## src/rtl/handshake_pkg.sv

```systemverilog
/*
 Constants for the serial-port handshake selector: register map, field
 positions, reset values and bus response codes.
 Assumes a 32-bit AXI4-Lite register bus and a single 50 MHz core clock.
*/
// Function
// - No reader: synthesize reader ready for ready, DTR.
// - Reader present: use the real reader ready.
// - Synthesize DSR when selected, else use device's.
// - Current loop always synthesizes data set ready.
// - External CTS answers our request to send.
// - External CTS off: clear to send generated internally.
// - Terminal port active: CTS selection has no effect.
// - Current loop active: clear to send synthesized.
// - Parity drop on: parity error drops ready, DTR.
// - Dropped ready never stops sending or receiving.
// - Parity drop off: parity errors leave ready alone.
package handshake_pkg;
   // Bus geometry and answers.
   localparam int          ADDR_W      = 5;
   localparam int          DATA_W      = 32;
   localparam logic [1:0]  RESP_OKAY   = 2'h0;
   localparam logic [1:0]  RESP_SLVERR = 2'h2;
   // Register byte offsets.
   localparam logic [4:0]  OFF_CTRL    = 5'h00;
   localparam logic [4:0]  OFF_STATUS  = 5'h04;
   localparam logic [4:0]  OFF_EVENT   = 5'h08;
   localparam logic [4:0]  OFF_MASK    = 5'h0c;
   // Control field: write one to lift a parity-induced ready drop.
   localparam int          CTRL_RELEASE = 0;
   // Status fields.
   localparam int          ST_READER   = 0;
   localparam int          ST_DTR      = 1;
   localparam int          ST_DSR      = 2;
   localparam int          ST_CTS      = 3;
   localparam int          ST_DROP     = 4;
   localparam int          ST_CFG_LSB  = 8;
   // Option vector positions.
   localparam int          CFG_N       = 6;
   localparam int          CFG_READER  = 0;
   localparam int          CFG_DSR_SYN = 1;
   localparam int          CFG_CTS_MODEM = 2;
   localparam int          CFG_PAR     = 3;
   localparam int          CFG_TERM    = 4;
   localparam int          CFG_LOOP    = 5;
   // Event bits, shared by the event and mask registers.
   localparam int          EV_N        = 3;
   localparam int          EV_PARITY   = 0;
   localparam int          EV_DROP     = 1;
   localparam int          EV_RDY_FALL = 2;
   localparam logic [2:0]  MASK_RESET  = 3'h0;
   // Synchronised pin positions.
   localparam int          PIN_N       = 3;
   localparam int          PIN_READER  = 0;
   localparam int          PIN_DSR     = 1;
   localparam int          PIN_CTS     = 2;
endpackage : handshake_pkg

```

## src/rtl/event_status.sv

```systemverilog
/*
 Sticky event register with write-one-to-clear, a mask of the same layout
 and one level interrupt.
 Assumes events are one-cycle pulses on the core clock.
*/
`timescale 1ns/1ps
module event_status (
   input  wire logic                          core_clk_i, // Core clock.
   input  wire logic                          rst_n_i,    // Sync reset, low.
   input  wire logic [handshake_pkg::EV_N-1:0] event_i,   // Event pulses.
   input  wire logic                          clr_we_i,   // Clear strobe.
   input  wire logic                          mask_we_i,  // Mask write strobe.
   input  wire logic [handshake_pkg::EV_N-1:0] wdata_i,   // Write data.
   output logic      [handshake_pkg::EV_N-1:0] status_o,  // Sticky events.
   output logic      [handshake_pkg::EV_N-1:0] mask_o,    // Enable mask.
   output logic                               irq_o       // Interrupt level.
);
   logic [handshake_pkg::EV_N-1:0] status_r;
   logic [handshake_pkg::EV_N-1:0] mask_r;

   // A new event beats a clear in the same cycle, so nothing is lost.
   for (genvar b = 0; b < handshake_pkg::EV_N; b++)
   begin : g_ev
      always_ff @(posedge core_clk_i)
      begin
         if (!rst_n_i)
         begin
            status_r[b] <= 1'b0;
         end
         else if (event_i[b])
         begin
            status_r[b] <= 1'b1;
         end
         else if (clr_we_i && wdata_i[b])
         begin
            status_r[b] <= 1'b0;
         end
      end
   end

   // Mask register.
   always_ff @(posedge core_clk_i)
   begin
      if (!rst_n_i)
      begin
         mask_r <= handshake_pkg::MASK_RESET;
      end
      else if (mask_we_i)
      begin
         mask_r <= wdata_i;
      end
   end

   assign status_o = status_r;
   assign mask_o   = mask_r;
   assign irq_o    = |(status_r & mask_r);
endmodule : event_status

```

## src/rtl/pin_sync.sv

```systemverilog
/*
 Three-stage synchroniser with agreement filter for slow external levels.
 Assumes inputs change far slower than the core clock; no reset is used so
 that levels are already valid while the core is held in reset.
*/
`timescale 1ns/1ps
module pin_sync #(
   parameter int WIDTH = 1
) (
   input  wire logic             core_clk_i, // Core clock.
   input  wire logic [WIDTH-1:0] d_i,        // Asynchronous levels.
   output logic      [WIDTH-1:0] q_o         // Filtered levels.
);
   logic [WIDTH-1:0] s1_r;
   logic [WIDTH-1:0] s2_r;
   logic [WIDTH-1:0] s3_r;
   logic [WIDTH-1:0] q_r;

   // Stage one feeds only stage two; the output moves once two and three agree.
   for (genvar b = 0; b < WIDTH; b++)
   begin : g_bit
      always_ff @(posedge core_clk_i)
      begin
         s1_r[b] <= d_i[b];
         s2_r[b] <= s1_r[b];
         s3_r[b] <= s2_r[b];
         if (s2_r[b] == s3_r[b])
         begin
            q_r[b] <= s3_r[b];
         end
      end
   end

   assign q_o = q_r;
endmodule : pin_sync

```

## src/rtl/serial_ready_handshake_select.sv

```systemverilog
/*
 Handshake selector for the serial port of a paper-tape interface: picks
 the source of reader ready, data set ready and clear to send, and lets a
 received parity error drop the ready indicator and data terminal ready.
 Assumes static option switches, pins asynchronous to the core clock, and a
 transmitter and receiver on the core clock supplying request and parity.
*/
`timescale 1ns/1ps
module serial_ready_handshake_select (
   input  wire logic        core_clk_i,               // 50 MHz core clock.
   input  wire logic        rst_n_i,                  // Sync reset, low.
   input  wire logic        reader_present_sel_i,     // Tape reader fitted.
   input  wire logic        dsr_synth_sel_i,          // Synthesize DSR.
   input  wire logic        cts_external_sel_i,       // Use modem CTS.
   input  wire logic        parity_drops_ready_sel_i, // Parity drops ready.
   input  wire logic        terminal_port_sel_i,      // Terminal port active.
   input  wire logic        current_loop_sel_i,       // Current loop active.
   input  wire logic        reader_ready_i,           // Reader ready pin.
   input  wire logic        dsr_ext_i,                // Device DSR pin.
   input  wire logic        cts_modem_i,              // Modem CTS pin.
   input  wire logic        tx_request_i,             // Transmitter wants line.
   input  wire logic        parity_err_i,             // Receive parity pulse.
   output logic             ready_led_o,              // Ready indicator.
   output logic             dtr_o,                    // Data terminal ready.
   output logic             dsr_o,                    // Effective DSR.
   output logic             rts_o,                    // Request to send.
   output logic             cts_o,                    // Effective CTS.
   output logic             tx_permit_o,              // Transmit allowed.
   output logic             irq_o,                    // Interrupt level.
   input  wire logic [4:0]  s_axi_awaddr_i,           // Write address.
   input  wire logic        s_axi_awvalid_i,          // Write address valid.
   output logic             s_axi_awready_o,          // Write address ready.
   input  wire logic [31:0] s_axi_wdata_i,            // Write data.
   input  wire logic [3:0]  s_axi_wstrb_i,            // Byte enables.
   input  wire logic        s_axi_wvalid_i,           // Write data valid.
   output logic             s_axi_wready_o,           // Write data ready.
   output logic [1:0]       s_axi_bresp_o,            // Write response.
   output logic             s_axi_bvalid_o,           // Write response valid.
   input  wire logic        s_axi_bready_i,           // Write response ready.
   input  wire logic [4:0]  s_axi_araddr_i,           // Read address.
   input  wire logic        s_axi_arvalid_i,          // Read address valid.
   output logic             s_axi_arready_o,          // Read address ready.
   output logic [31:0]      s_axi_rdata_o,            // Read data.
   output logic [1:0]       s_axi_rresp_o,            // Read response.
   output logic             s_axi_rvalid_o,           // Read data valid.
   input  wire logic        s_axi_rready_i            // Read data ready.
);
   logic [handshake_pkg::CFG_N-1:0] cfg_s;
   logic [handshake_pkg::CFG_N-1:0] cfg_r;
   logic [handshake_pkg::PIN_N-1:0] pin_s;
   logic [handshake_pkg::EV_N-1:0]  ev_c;
   logic [handshake_pkg::EV_N-1:0]  ev_status;
   logic [handshake_pkg::EV_N-1:0]  ev_mask;
   logic        reader_ok_c;
   logic        dsr_synth_c;
   logic        dsr_c;
   logic        cts_modem_mode_c;
   logic        cts_c;
   logic        release_c;
   logic        drop_r;
   logic        ready_r;
   logic        dsr_r;
   logic        rts_r;
   logic        cts_r;
   logic        permit_r;
   logic        aw_held_r;
   logic        w_held_r;
   logic [4:0]  awaddr_r;
   logic [31:0] wdata_r;
   logic [3:0]  wstrb_r;
   logic        bvalid_r;
   logic [1:0]  bresp_r;
   logic        rvalid_r;
   logic [31:0] rdata_r;
   logic [1:0]  rresp_r;
   logic        wr_go_c;
   logic        wr_lane0_c;
   logic        wr_map_c;
   logic [31:0] rd_mux_c;
   logic        rd_map_c;

   // Option switches and pins are asynchronous, so both pass the filter.
   pin_sync #(.WIDTH(handshake_pkg::CFG_N)) u_cfg_sync (
      .core_clk_i (core_clk_i),
      .d_i        ({current_loop_sel_i, terminal_port_sel_i,
                    parity_drops_ready_sel_i, cts_external_sel_i,
                    dsr_synth_sel_i, reader_present_sel_i}),
      .q_o        (cfg_s)
   );

   pin_sync #(.WIDTH(handshake_pkg::PIN_N)) u_pin_sync (
      .core_clk_i (core_clk_i),
      .d_i        ({cts_modem_i, dsr_ext_i, reader_ready_i}),
      .q_o        (pin_s)
   );

   // Options are tracked only while reset is held, then frozen; a switch
   // moved during operation takes effect at the next reset.
   always_ff @(posedge core_clk_i)
   begin
      if (!rst_n_i)
      begin
         cfg_r <= cfg_s;
      end
   end

   // Source selection for reader ready, data set ready and clear to send.
   always_comb
   begin
      reader_ok_c = cfg_r[handshake_pkg::CFG_READER]
                    ? pin_s[handshake_pkg::PIN_READER] : 1'b1;
      dsr_synth_c = cfg_r[handshake_pkg::CFG_DSR_SYN]
                    | cfg_r[handshake_pkg::CFG_LOOP];
      dsr_c       = dsr_synth_c | pin_s[handshake_pkg::PIN_DSR];
      cts_modem_mode_c = cfg_r[handshake_pkg::CFG_CTS_MODEM]
                         & ~cfg_r[handshake_pkg::CFG_TERM]
                         & ~cfg_r[handshake_pkg::CFG_LOOP];
      cts_c = cts_modem_mode_c
              ? (rts_r & pin_s[handshake_pkg::PIN_CTS])
              : rts_r;
   end

   // Parity drop latch; an error in the release cycle keeps the drop.
   always_ff @(posedge core_clk_i)
   begin
      if (!rst_n_i)
      begin
         drop_r <= 1'b0;
      end
      else if (parity_err_i && cfg_r[handshake_pkg::CFG_PAR])
      begin
         drop_r <= 1'b1;
      end
      else if (release_c)
      begin
         drop_r <= 1'b0;
      end
   end

   // Ready drives both the indicator and data terminal ready.
   always_ff @(posedge core_clk_i)
   begin
      if (!rst_n_i)
      begin
         ready_r <= 1'b0;
      end
      else
      begin
         ready_r <= reader_ok_c & ~drop_r;
      end
   end

   // Line handshake outputs; the drop is left out so data keeps flowing.
   always_ff @(posedge core_clk_i)
   begin
      if (!rst_n_i)
      begin
         dsr_r    <= 1'b0;
         rts_r    <= 1'b0;
         cts_r    <= 1'b0;
         permit_r <= 1'b0;
      end
      else
      begin
         dsr_r    <= dsr_c;
         rts_r    <= tx_request_i;
         cts_r    <= cts_c;
         permit_r <= cts_c & dsr_c;
      end
   end

   assign ready_led_o = ready_r;
   assign dtr_o       = ready_r;
   assign dsr_o       = dsr_r;
   assign rts_o       = rts_r;
   assign cts_o       = cts_r;
   assign tx_permit_o = permit_r;

   // Events: any parity error, a ready drop, and loss of ready.
   always_comb
   begin
      ev_c = '0;
      ev_c[handshake_pkg::EV_PARITY]   = parity_err_i;
      ev_c[handshake_pkg::EV_DROP]     = parity_err_i & cfg_r[handshake_pkg::CFG_PAR]
                                         & ~drop_r;
      ev_c[handshake_pkg::EV_RDY_FALL] = ready_r & ~(reader_ok_c & ~drop_r);
   end

   event_status u_events (
      .core_clk_i (core_clk_i),
      .rst_n_i    (rst_n_i),
      .event_i    (ev_c),
      .clr_we_i   (wr_go_c && wr_lane0_c && awaddr_r == handshake_pkg::OFF_EVENT),
      .mask_we_i  (wr_go_c && wr_lane0_c && awaddr_r == handshake_pkg::OFF_MASK),
      .wdata_i    (wdata_r[handshake_pkg::EV_N-1:0]),
      .status_o   (ev_status),
      .mask_o     (ev_mask),
      .irq_o      (irq_o)
   );

   // Write channel: address and data are taken in either order and held.
   assign s_axi_awready_o = ~aw_held_r & ~bvalid_r;
   assign s_axi_wready_o  = ~w_held_r & ~bvalid_r;
   assign wr_go_c    = aw_held_r & w_held_r & ~bvalid_r;
   assign wr_lane0_c = wstrb_r[0];
   assign wr_map_c   = awaddr_r[1:0] == 2'h0 && awaddr_r[4] == 1'b0;
   assign release_c  = wr_go_c && wr_lane0_c && awaddr_r == handshake_pkg::OFF_CTRL
                       && wdata_r[handshake_pkg::CTRL_RELEASE];

   always_ff @(posedge core_clk_i)
   begin
      if (!rst_n_i)
      begin
         aw_held_r <= 1'b0;
         w_held_r  <= 1'b0;
         awaddr_r  <= 5'h00;
         wdata_r   <= 32'h0000_0000;
         wstrb_r   <= 4'h0;
         bvalid_r  <= 1'b0;
         bresp_r   <= handshake_pkg::RESP_OKAY;
      end
      else
      begin
         if (s_axi_awvalid_i && s_axi_awready_o)
         begin
            aw_held_r <= 1'b1;
            awaddr_r  <= s_axi_awaddr_i;
         end
         if (s_axi_wvalid_i && s_axi_wready_o)
         begin
            w_held_r <= 1'b1;
            wdata_r  <= s_axi_wdata_i;
            wstrb_r  <= s_axi_wstrb_i;
         end
         if (wr_go_c)
         begin
            aw_held_r <= 1'b0;
            w_held_r  <= 1'b0;
            bvalid_r  <= 1'b1;
            bresp_r   <= wr_map_c ? handshake_pkg::RESP_OKAY : handshake_pkg::RESP_SLVERR;
         end
         else if (bvalid_r && s_axi_bready_i)
         begin
            bvalid_r <= 1'b0;
         end
      end
   end

   assign s_axi_bvalid_o = bvalid_r;
   assign s_axi_bresp_o  = bresp_r;

   // Read data mux; the control register reads zero since release is a pulse.
   always_comb
   begin
      rd_mux_c = 32'h0000_0000;
      rd_map_c = 1'b1;
      unique case (s_axi_araddr_i)
         handshake_pkg::OFF_CTRL:
         begin
            rd_mux_c = 32'h0000_0000;
         end
         handshake_pkg::OFF_STATUS:
         begin
            rd_mux_c[handshake_pkg::ST_READER] = reader_ok_c;
            rd_mux_c[handshake_pkg::ST_DTR]    = ready_r;
            rd_mux_c[handshake_pkg::ST_DSR]    = dsr_r;
            rd_mux_c[handshake_pkg::ST_CTS]    = cts_r;
            rd_mux_c[handshake_pkg::ST_DROP]   = drop_r;
            rd_mux_c[handshake_pkg::ST_CFG_LSB +: handshake_pkg::CFG_N] = cfg_r;
         end
         handshake_pkg::OFF_EVENT:
         begin
            rd_mux_c[handshake_pkg::EV_N-1:0] = ev_status;
         end
         handshake_pkg::OFF_MASK:
         begin
            rd_mux_c[handshake_pkg::EV_N-1:0] = ev_mask;
         end
         default:
         begin
            rd_map_c = 1'b0;
         end
      endcase
   end

   // Read channel: one outstanding read, answered on the same edge as the take.
   assign s_axi_arready_o = ~rvalid_r;

   always_ff @(posedge core_clk_i)
   begin
      if (!rst_n_i)
      begin
         rvalid_r <= 1'b0;
         rdata_r  <= 32'h0000_0000;
         rresp_r  <= handshake_pkg::RESP_OKAY;
      end
      else if (s_axi_arvalid_i && s_axi_arready_o)
      begin
         rvalid_r <= 1'b1;
         rdata_r  <= rd_mux_c;
         rresp_r  <= rd_map_c ? handshake_pkg::RESP_OKAY : handshake_pkg::RESP_SLVERR;
      end
      else if (rvalid_r && s_axi_rready_i)
      begin
         rvalid_r <= 1'b0;
      end
   end

   assign s_axi_rvalid_o = rvalid_r;
   assign s_axi_rdata_o  = rdata_r;
   assign s_axi_rresp_o  = rresp_r;
endmodule : serial_ready_handshake_select

```

## config.mk

```make
export PLATFORM = sky130hd
export DESIGN_NAME = serial_ready_handshake_select
export DESIGN_NICKNAME = d
export VERILOG_FILES = /design/src/rtl/handshake_pkg.sv /design/src/rtl/event_status.sv /design/src/rtl/pin_sync.sv /design/src/rtl/serial_ready_handshake_select.sv
export SDC_FILE = /design/constraint.sdc
export NUM_CORES = 1
export LEC_CHECK = 0
export BUFFER_PORTS_ARGS = -buffer_cell sky130_fd_sc_hd__buf_4
export CAP_MARGIN = 20
export CORE_MARGIN = 2
export CORE_UTILIZATION = 24
export CTS_CLUSTER_DIAMETER = 60
export CTS_CLUSTER_SIZE = 25
export DETAILED_ROUTE_END_ITERATION = 10
export REMOVE_ABC_BUFFERS = 1
export SYNTH_ARGS = -nofsm -noshare
export SYNTH_HDL_FRONTEND = slang
export SYNTH_SLANG_ARGS = --single-unit
```

## constraint.sdc

```tcl
create_clock -name core_clk_i -period 1.87 [get_ports core_clk_i]
set_input_delay 0 -clock core_clk_i [delete_from_list [all_inputs] [get_ports core_clk_i]]
set_output_delay 0 -clock core_clk_i [all_outputs]
set_load 0.03 [all_outputs]
```

==> impl_metrics.prom, run 1 <==
# TYPE chip_impl_metric gauge
chip_impl_metric{name="syn_area",unit="mm^2"} 0.00278
chip_impl_metric{name="grt_pass1_wl",unit="mm"} 8.96
chip_impl_metric{name="power.static_leakage",unit="nW"} 1.56
chip_impl_metric{name="cp_max_stage_delay",unit="ps"} 710
chip_impl_info{name="clock_tree_root",value="clkbuf_16"} 1
chip_impl_metric{name="drt_pre_antenna_iters",unit=""} 4
chip_impl_metric{name="design.portCount",unit=""} 112
chip_impl_metric{name="tightestPinTransition",unit="ps"} 912
chip_impl_metric{name="drt_first_iter_violations",unit=""} 80
chip_impl_info{name="ys_dominant_reg_cell",value="dfxtp_1"} 1
chip_impl_metric{name="sw_frac_of_total",unit="%"} 23.5
chip_impl_metric{name="timing.slew.headroom",unit="%"} 39.0
chip_impl_info{name="most_common_cell_in_the_synthesized_netlist",value="dfxtp_1"} 1
chip_impl_metric{name="wl",unit="mm"} 5.64
chip_impl_metric{name="clk_transition_reported_paths",unit="ps"} 60
chip_impl_metric{name="timing.critical_path.arrival",unit="ps"} 1800
chip_impl_metric{name="antennaDiodeCount",unit=""} 0
chip_impl_metric{name="hold_violations",unit=""} 0
chip_impl_metric{name="setup_total_negative_slack",unit="ps"} 0
chip_impl_info{name="rsz0062_at_grt",value="no"} 1
chip_impl_metric{name="die-area",unit="mm^2"} 0.0125
chip_impl_metric{name="grt_max_degree",unit=""} 30
chip_impl_info{name="timing.hold.worst.class",value="in -> reg"} 1
chip_impl_info{name="cts_tree",value="yes"} 1
chip_impl_metric{name="dp.final_hpwl",unit="mm"} 3.86
chip_impl_metric{name="drc_errors",unit=""} 0
chip_impl_metric{name="slew_violations",unit=""} 0
chip_impl_metric{name="clock_buffers_created_by_tritoncts",unit=""} 9
chip_impl_metric{name="post_route_cells_drive_above_1_share",unit="%"} 25.3
chip_impl_metric{name="placer_congestion_estimate",unit=""} 0.705
chip_impl_metric{name="synth_enable_flop_cells",unit=""} 15
chip_impl_metric{name="share_comb_of_total_power",unit="%"} 9.1
chip_impl_metric{name="synth_seq_cells",unit=""} 80
chip_impl_info{name="post-synth-top-area-cell",value="dfxtp_1"} 1
chip_impl_metric{name="yosys_warnings",unit=""} 0
chip_impl_metric{name="port_buffers",unit=""} 56
chip_impl_info{name="critical_path.endpoint_type",value="flip-flop"} 1
chip_impl_info{name="cp_slowest_cell",value="or4b_1"} 1
chip_impl_info{name="timing.critical_path.max_delay_family",value="simple AND/OR/NAND/NOR gates"} 1
chip_impl_metric{name="cts_buffer_depth",unit=""} 2
chip_impl_metric{name="final_min_period_over_clock_period",unit="%"} 85.3
chip_impl_metric{name="cts_max_level",unit=""} 3
chip_impl_info{name="regToRegStartpoint",value="awaddr_r[4]$_SDFFE_PN0P_"} 1
chip_impl_metric{name="initial_utilization",unit="%"} 24.5
chip_impl_metric{name="sequentialPowerShare",unit="%"} 45.8
chip_impl_metric{name="globalRouteTotalUtil",unit="%"} 9.32
chip_impl_metric{name="timing.final.crit_period",unit="ps"} 1600
chip_impl_metric{name="area.growth.synth_to_final",unit="%"} 37.1
chip_impl_metric{name="gr-total-overflow",unit=""} 0
chip_impl_info{name="worst-setup-path-type",value="reg -> reg"} 1
chip_impl_metric{name="max_freq",unit="MHz"} 627
chip_impl_metric{name="synthCells",unit=""} 227
chip_impl_info{name="run_status",value="finished, final reports clean"} 1
chip_impl_metric{name="max_cap_viol_count",unit=""} 0
chip_impl_info{name="crit_path_start_kind",value="flip-flop"} 1
chip_impl_metric{name="first_global_vias",unit=""} 1797
chip_impl_metric{name="antenna_found_initial",unit=""} 0
chip_impl_metric{name="critical_path_cell_count",unit=""} 3
chip_impl_metric{name="cp_num_buf_inv",unit=""} 0
chip_impl_metric{name="worst_clock_skew",unit="ps"} 8.05
chip_impl_info{name="synth_area_leaders",value="dfxtp_1 (47%), edfxtp_1 (16%), buf_4 (6.5%)"} 1
chip_impl_info{name="crit_path_start",value="awaddr_r[4]$_SDFFE_PN0P_"} 1
chip_impl_metric{name="die-height",unit="um"} 112
chip_impl_info{name="setup.worst_path.end",value="drop_r$_SDFFE_PN0P_"} 1
chip_impl_metric{name="clkPwrFrac",unit="%"} 45.1
chip_impl_metric{name="worst-r2r-setup-slack",unit="ps"} 270
chip_impl_metric{name="rows",unit=""} 39
chip_impl_metric{name="crit_required",unit="ps"} 2080
chip_impl_metric{name="dr_total_vias",unit=""} 1859
chip_impl_metric{name="power.net_switching",unit="uW"} 988
chip_impl_metric{name="syn_area_per_cell",unit="um^2"} 12.2
chip_impl_metric{name="clock_network_latency_to_the_later_pin_of_the_worst_skew_pair",unit="ps"} 330
chip_impl_metric{name="internal_power",unit="mW"} 3.21
chip_impl_metric{name="design.final.nets",unit=""} 375
chip_impl_metric{name="die_w",unit="um"} 112
chip_impl_metric{name="peak_fanout_along_the_critical_path",unit=""} 7
chip_impl_metric{name="worst-r2r-cell-count",unit=""} 3
chip_impl_metric{name="clkSinkCount",unit=""} 80
chip_impl_metric{name="route.detailed.vias_per_inst",unit=""} 4.05
chip_impl_metric{name="drt.antenna.violating_nets",unit=""} 0
chip_impl_info{name="regToRegEndpoint",value="drop_r$_SDFFE_PN0P_"} 1
chip_impl_metric{name="synth_top_area_share",unit="%"} 46.8
chip_impl_metric{name="finalPower",unit="mW"} 4.20
chip_impl_metric{name="yosysSeqAreaShare",unit="%"} 63.0
chip_impl_metric{name="pwrdens",unit="mW/mm^2"} 1100
chip_impl_metric{name="async_flop_share",unit="%"} 0
chip_impl_metric{name="finalSetupViolCount",unit=""} 0
chip_impl_metric{name="netlist-cell-type-count",unit=""} 45
chip_impl_metric{name="route.detailed.wl_per_inst",unit="um"} 12.3
chip_impl_metric{name="fp.coreArea",unit="mm^2"} 0.0114
chip_impl_info{name="top_cells_by_instance_count_after_synthesis",value="dfxtp_1 (65), buf_4 (24), nor2_1 (18)"} 1
chip_impl_info{name="crit_chain",value="or4b_1 -> o41ai_2 -> a21oi_1"} 1
chip_impl_metric{name="peakVddDrop",unit="mV"} 0.417
## placed cells by master, fill, tap and decap left out, drive strengths merged, types with 3 or more instances in the layout
cell | netlist | routed
dfxtp | 65 | 65
buf | 26 | 57
dlygate4sd3 | 0 | 25
conb | 1 | 23
nor2 | 18 | 18
edfxtp | 15 | 15
xnor2 | 9 | 9
a21oi | 9 | 9
mux2i | 9 | 9
clkbuf | 5 | 9
inv | 6 | 9
a22o | 8 | 8
nor3 | 6 | 6
nor2b | 5 | 5
nand2b | 4 | 4
o31ai | 3 | 3
nand4 | 3 | 3
o2bb2ai | 3 | 3
clkinv | 1 | 3
o41ai | 3 | 3
## power groups by stage
stage	logic [mW]	clock network (mW)	registers, mW
after floorplan	0.193	0	1.97
final	0.382	1.89	1.92
after detailed placement	0.341	0	1.96
after CTS	0.384	1.95	1.92
after global routing	0.413	2.02	1.93
after global placement	0.333	0	1.96
## registers in the layout (all words and copies together) (netlist names), 5 cells and up
name / count
u_cfg_sync.q_o: 6
u_cfg_sync.s1_r: 6
u_cfg_sync.s2_r: 6
awaddr_r: 5
cfg_r: 6
u_cfg_sync.s3_r: 6
s_axi_rdata_o: 11
## cell families after synthesis
group | synth area share [%]
flops | 63.0
simple gates | 11.1
buf+inv | 9.41
compound gates | 9.45
mux | 4.05
xor+xnor | 2.84
other cells | 0.135
## worst min path at each step
stage	from	endpoint	depth (start not counted)
2_1_floorplan	reader_present_sel_i	u_cfg_sync.s1_r[0]$_DFF_P_	0
3_3_place_gp	current_loop_sel_i	u_cfg_sync.s1_r[5]$_DFF_P_	1
3_5_place_dp	dsr_ext_i	u_pin_sync.s1_r[1]$_DFF_P_	1
4_1_cts	s_axi_araddr_i[2]	s_axi_rdata_o[1]$_SDFFE_PN0P_	3
5_1_grt	s_axi_araddr_i[2]	s_axi_rdata_o[2]$_SDFFE_PN0P_	3
6_report	s_axi_araddr_i[2]	s_axi_rdata_o[2]$_SDFFE_PN0P_	3
## layer usage
metal | up-vias | GRT usage, % | routed length, um
met3 | 5 | 3.65 | 333
met4 | 0 | 4.44 | 65
met5 | - | 0 | 0
li1 | 927 | - | -
met1 | 886 | 10.9 | 2430
met2 | 41 | 14.9 | 2810
## tightest hold or removal path, cell delays in order
cell       delay [ps]
buf_4             110
a22oi_1            70
o2bb2ai_1         140
## through the flow
stage / area (um^2) / worst slack [ps] / std cells / util [%] / hold WS (ps)
after global placement: 3230 / 326 / 418 / 28.4 / 105
after floorplan: 2630 / 425 / 218 / - / 27.7
after global routing: 3810 / 178 / 459 / 33.5 / 40.7
final: 3810 / 274 / 459 / 33.5 / 31.0
after detailed placement: 3230 / 285 / 418 / 28.4 / 106
after CTS: 3810 / 273 / 459 / 33.5 / 9.69
## timing repair
item | CTS | global route
gates resized for setup | 0 | 0
hold buffers | 25 | 0
endpoints found under the hold margin | 25 | 0
endpoints found under the setup margin | 0 | 0
setup buffers | 0 | 0
## cell type report
class                      count  area, um^2
clock inverter                 7         101
multi-input combinational    131         850
fill                        1132        7560
timing repair buffer          82         678
sequential                    80        1750
inverter                       7        26.3
tap                          143         179
clock buffer                   9         225
Note: power is estimated with default switching activity, not from simulation.
==> run 2: changes to the inputs <==
Settings changed: CORE_MARGIN 2 to not set.
==> impl_metrics.prom, run 2 (same netlist as run 1, synthesis figures left out) <==
# TYPE chip_impl_metric gauge
chip_impl_metric{name="grt_max_degree",unit=""} 30
chip_impl_metric{name="globalRouteTotalUtil",unit="%"} 10.0
chip_impl_metric{name="worst_clock_skew",unit="ps"} 4.22
chip_impl_metric{name="finalSetupViolCount",unit=""} 0
chip_impl_metric{name="worst_hold_slack",unit="ps"} 36.6
chip_impl_metric{name="port_buffers",unit=""} 56
chip_impl_metric{name="internal_power",unit="mW"} 2.97
chip_impl_info{name="regToRegStartpoint",value="awaddr_r[4]$_SDFFE_PN0P_"} 1
chip_impl_info{name="timing.hold.worst.class",value="in -> reg"} 1
chip_impl_metric{name="setup_total_negative_slack",unit="ps"} 0
chip_impl_metric{name="clk_transition_reported_paths",unit="ps"} 60
chip_impl_metric{name="sequentialPowerShare",unit="%"} 48.1
chip_impl_metric{name="pwrdens",unit="mW/mm^2"} 1050
chip_impl_metric{name="worst-r2r-setup-slack",unit="ps"} 290
chip_impl_info{name="run_status",value="finished, final reports clean"} 1
chip_impl_metric{name="dp.final_hpwl",unit="mm"} 3.67
chip_impl_info{name="cts_tree",value="yes"} 1
chip_impl_metric{name="wl",unit="mm"} 5.38
chip_impl_info{name="mostFrequentLayoutCells",value="dfxtp_1 (65), buf_4 (57), dlygate4sd3_1 (26)"} 1
chip_impl_metric{name="cts_max_level",unit=""} 3
chip_impl_metric{name="clock_network_latency_to_the_later_pin_of_the_worst_skew_pair",unit="ps"} 330
chip_impl_info{name="regToRegEndpoint",value="drop_r$_SDFFE_PN0P_"} 1
chip_impl_metric{name="power.static_leakage",unit="nW"} 1.55
chip_impl_metric{name="rows",unit=""} 38
chip_impl_metric{name="max_cap_viol_count",unit=""} 0
chip_impl_metric{name="dr_total_vias",unit=""} 1844
chip_impl_metric{name="placed_inst_area",unit="mm^2"} 0.00323
chip_impl_metric{name="first_global_vias",unit=""} 1876
chip_impl_metric{name="power.net_switching",unit="mW"} 1.02
chip_impl_metric{name="design.portCount",unit=""} 112
chip_impl_metric{name="clock_buffers_created_by_tritoncts",unit=""} 9
chip_impl_info{name="clock_tree_root",value="clkbuf_16"} 1
chip_impl_metric{name="hold_violations",unit=""} 0
chip_impl_info{name="critical_path.endpoint_type",value="flip-flop"} 1
chip_impl_metric{name="cts.repair.resized",unit=""} 0
chip_impl_metric{name="drt_pre_antenna_iters",unit=""} 4
chip_impl_metric{name="drt.antenna.violating_nets",unit=""} 0
chip_impl_metric{name="crit_required",unit="ps"} 2070
chip_impl_metric{name="antenna_found_initial",unit=""} 0
chip_impl_metric{name="route.detailed.wl_per_inst",unit="um"} 11.8
chip_impl_metric{name="drt_first_iter_violations",unit=""} 48
chip_impl_metric{name="cts_buffer_depth",unit=""} 2
chip_impl_metric{name="die-area",unit="mm^2"} 0.0120
chip_impl_info{name="crit_path_start_kind",value="flip-flop"} 1
chip_impl_metric{name="timing.slew.headroom",unit="%"} 42.9
chip_impl_info{name="rsz0062_at_grt",value="no"} 1
chip_impl_info{name="layout_commonest_cell",value="dfxtp_1"} 1
chip_impl_metric{name="area.growth.synth_to_final",unit="%"} 36.1
chip_impl_metric{name="timing.final.crit_period",unit="ps"} 1580
chip_impl_metric{name="initial_utilization",unit="%"} 25.1
chip_impl_metric{name="die-height",unit="um"} 110
chip_impl_info{name="setup.worst_path.end",value="drop_r$_SDFFE_PN0P_"} 1
chip_impl_metric{name="cts_setup_buffers",unit=""} 0
chip_impl_metric{name="share_comb_of_total_power",unit="%"} 9.5
chip_impl_metric{name="clkPwrFrac",unit="%"} 42.4
chip_impl_info{name="worst-setup-path-type",value="reg -> reg"} 1
chip_impl_metric{name="antennaDiodeCount",unit=""} 0
chip_impl_metric{name="max_freq",unit="MHz"} 632
chip_impl_metric{name="worst-r2r-cell-count",unit=""} 3
chip_impl_metric{name="design.final.nets",unit=""} 376
chip_impl_metric{name="sw_frac_of_total",unit="%"} 25.6
chip_impl_metric{name="grt_pass1_wl",unit="mm"} 8.89
chip_impl_metric{name="slew_violations",unit=""} 0
chip_impl_metric{name="timing.critical_path.arrival",unit="ps"} 1780
chip_impl_metric{name="fp.coreArea",unit="mm^2"} 0.0111
chip_impl_metric{name="peak_fanout_along_the_critical_path",unit=""} 7
chip_impl_metric{name="placer_congestion_estimate",unit=""} 0.714
chip_impl_metric{name="peakVddDrop",unit="mV"} 0.625
chip_impl_metric{name="clkSinkCount",unit=""} 80
chip_impl_metric{name="final_min_period_over_clock_period",unit="%"} 84.6
chip_impl_metric{name="post-route-cell-area",unit="mm^2"} 0.00378
chip_impl_metric{name="gr-total-overflow",unit=""} 0
chip_impl_metric{name="route.detailed.vias_per_inst",unit=""} 4.04
chip_impl_metric{name="die_w",unit="um"} 110
chip_impl_info{name="crit_path_start",value="awaddr_r[4]$_SDFFE_PN0P_"} 1
chip_impl_metric{name="post_route_cells_drive_above_1_share",unit="%"} 25.6
chip_impl_metric{name="drc_errors",unit=""} 0
chip_impl_metric{name="tightestPinTransition",unit="ps"} 853
chip_impl_metric{name="largest_register_ff_count",unit=""} 11
run 2: cell count changes in the layout (fill, tap and decap cells not counted):
| cell | delta |
|---|---|
| inv_8 | +2 |
| dlygate4sd3_1 | +1 |
| inv_6 | +1 |
| bufinv_16 | -2 |
| clkinv_1 | -1 |
run 2: area by class of cell:
cell class / instances / area, um^2
clock buffers: 9 / 225
clock inverters: 7 / 68.8
fillers: 1107 / 7290
inverters: 7 / 26.3
multi-input cells: 131 / 850
flip-flops and latches: 80 / 1750
well taps: 140 / 175
repair buffers: 83 / 688
run 2: metal layers:
| metal | GRT usage [%] | share of wire, % |
|---|---|---|
| met1 | 10.6 | 41 |
| met3 | 4.86 | 7.5 |
| met4 | 3.62 | 1.4 |
| met2 | 17.2 | 50 |
| met5 | 0 | 0 |
run 2: worst min-delay path by stage:
stage | from | to | slack, ps | cells past startpoint
6_report | s_axi_araddr_i[0] | s_axi_rresp_o[1]$_SDFFE_PN0P_ | 40 | 3
5_1_grt | s_axi_araddr_i[0] | s_axi_rdata_o[1]$_SDFFE_PN0P_ | 50 | 4
4_1_cts | s_axi_araddr_i[0] | s_axi_rresp_o[1]$_SDFFE_PN0P_ | 30 | 3
3_5_place_dp | dsr_synth_sel_i | u_cfg_sync.s1_r[1]$_DFF_P_ | 110 | 1
3_3_place_gp | terminal_port_sel_i | u_cfg_sync.s1_r[4]$_DFF_P_ | 100 | 1
2_1_floorplan | reader_present_sel_i | u_cfg_sync.s1_r[0]$_DFF_P_ | 30 | 0
run 2: worst max-delay path, stage by stage, from the launching register on:
cell,delay [ps]
dfxtp_1,330
or4b_1,690
o41ai_2,330
a21oi_1,100
run 2: power by group through the flow:
stage	registers (mW)	logic, mW	clock network (mW)
final	1.92	0.380	1.69
after global routing	1.93	0.415	1.82
after CTS	1.92	0.382	1.76
after detailed placement	1.96	0.338	0
after global placement	1.95	0.332	0
after floorplan	1.97	0.193	0
run 2: timing repair:
action,CTS,global route
hold endpoints to repair,26,0
setup endpoints to repair,0,0
hold buffers,26,0
run 2: metrics by stage:
stage	util, %	instances	setup WS (ps)	total power, mW
2_1_floorplan	-	218	425	2.16
3_3_place_gp	29.2	415	330	2.29
3_5_place_dp	29.2	415	297	2.30
4_1_cts	34.2	457	286	4.06
5_1_grt	34.2	457	198	4.17
6_report	34.2	457	288	3.99
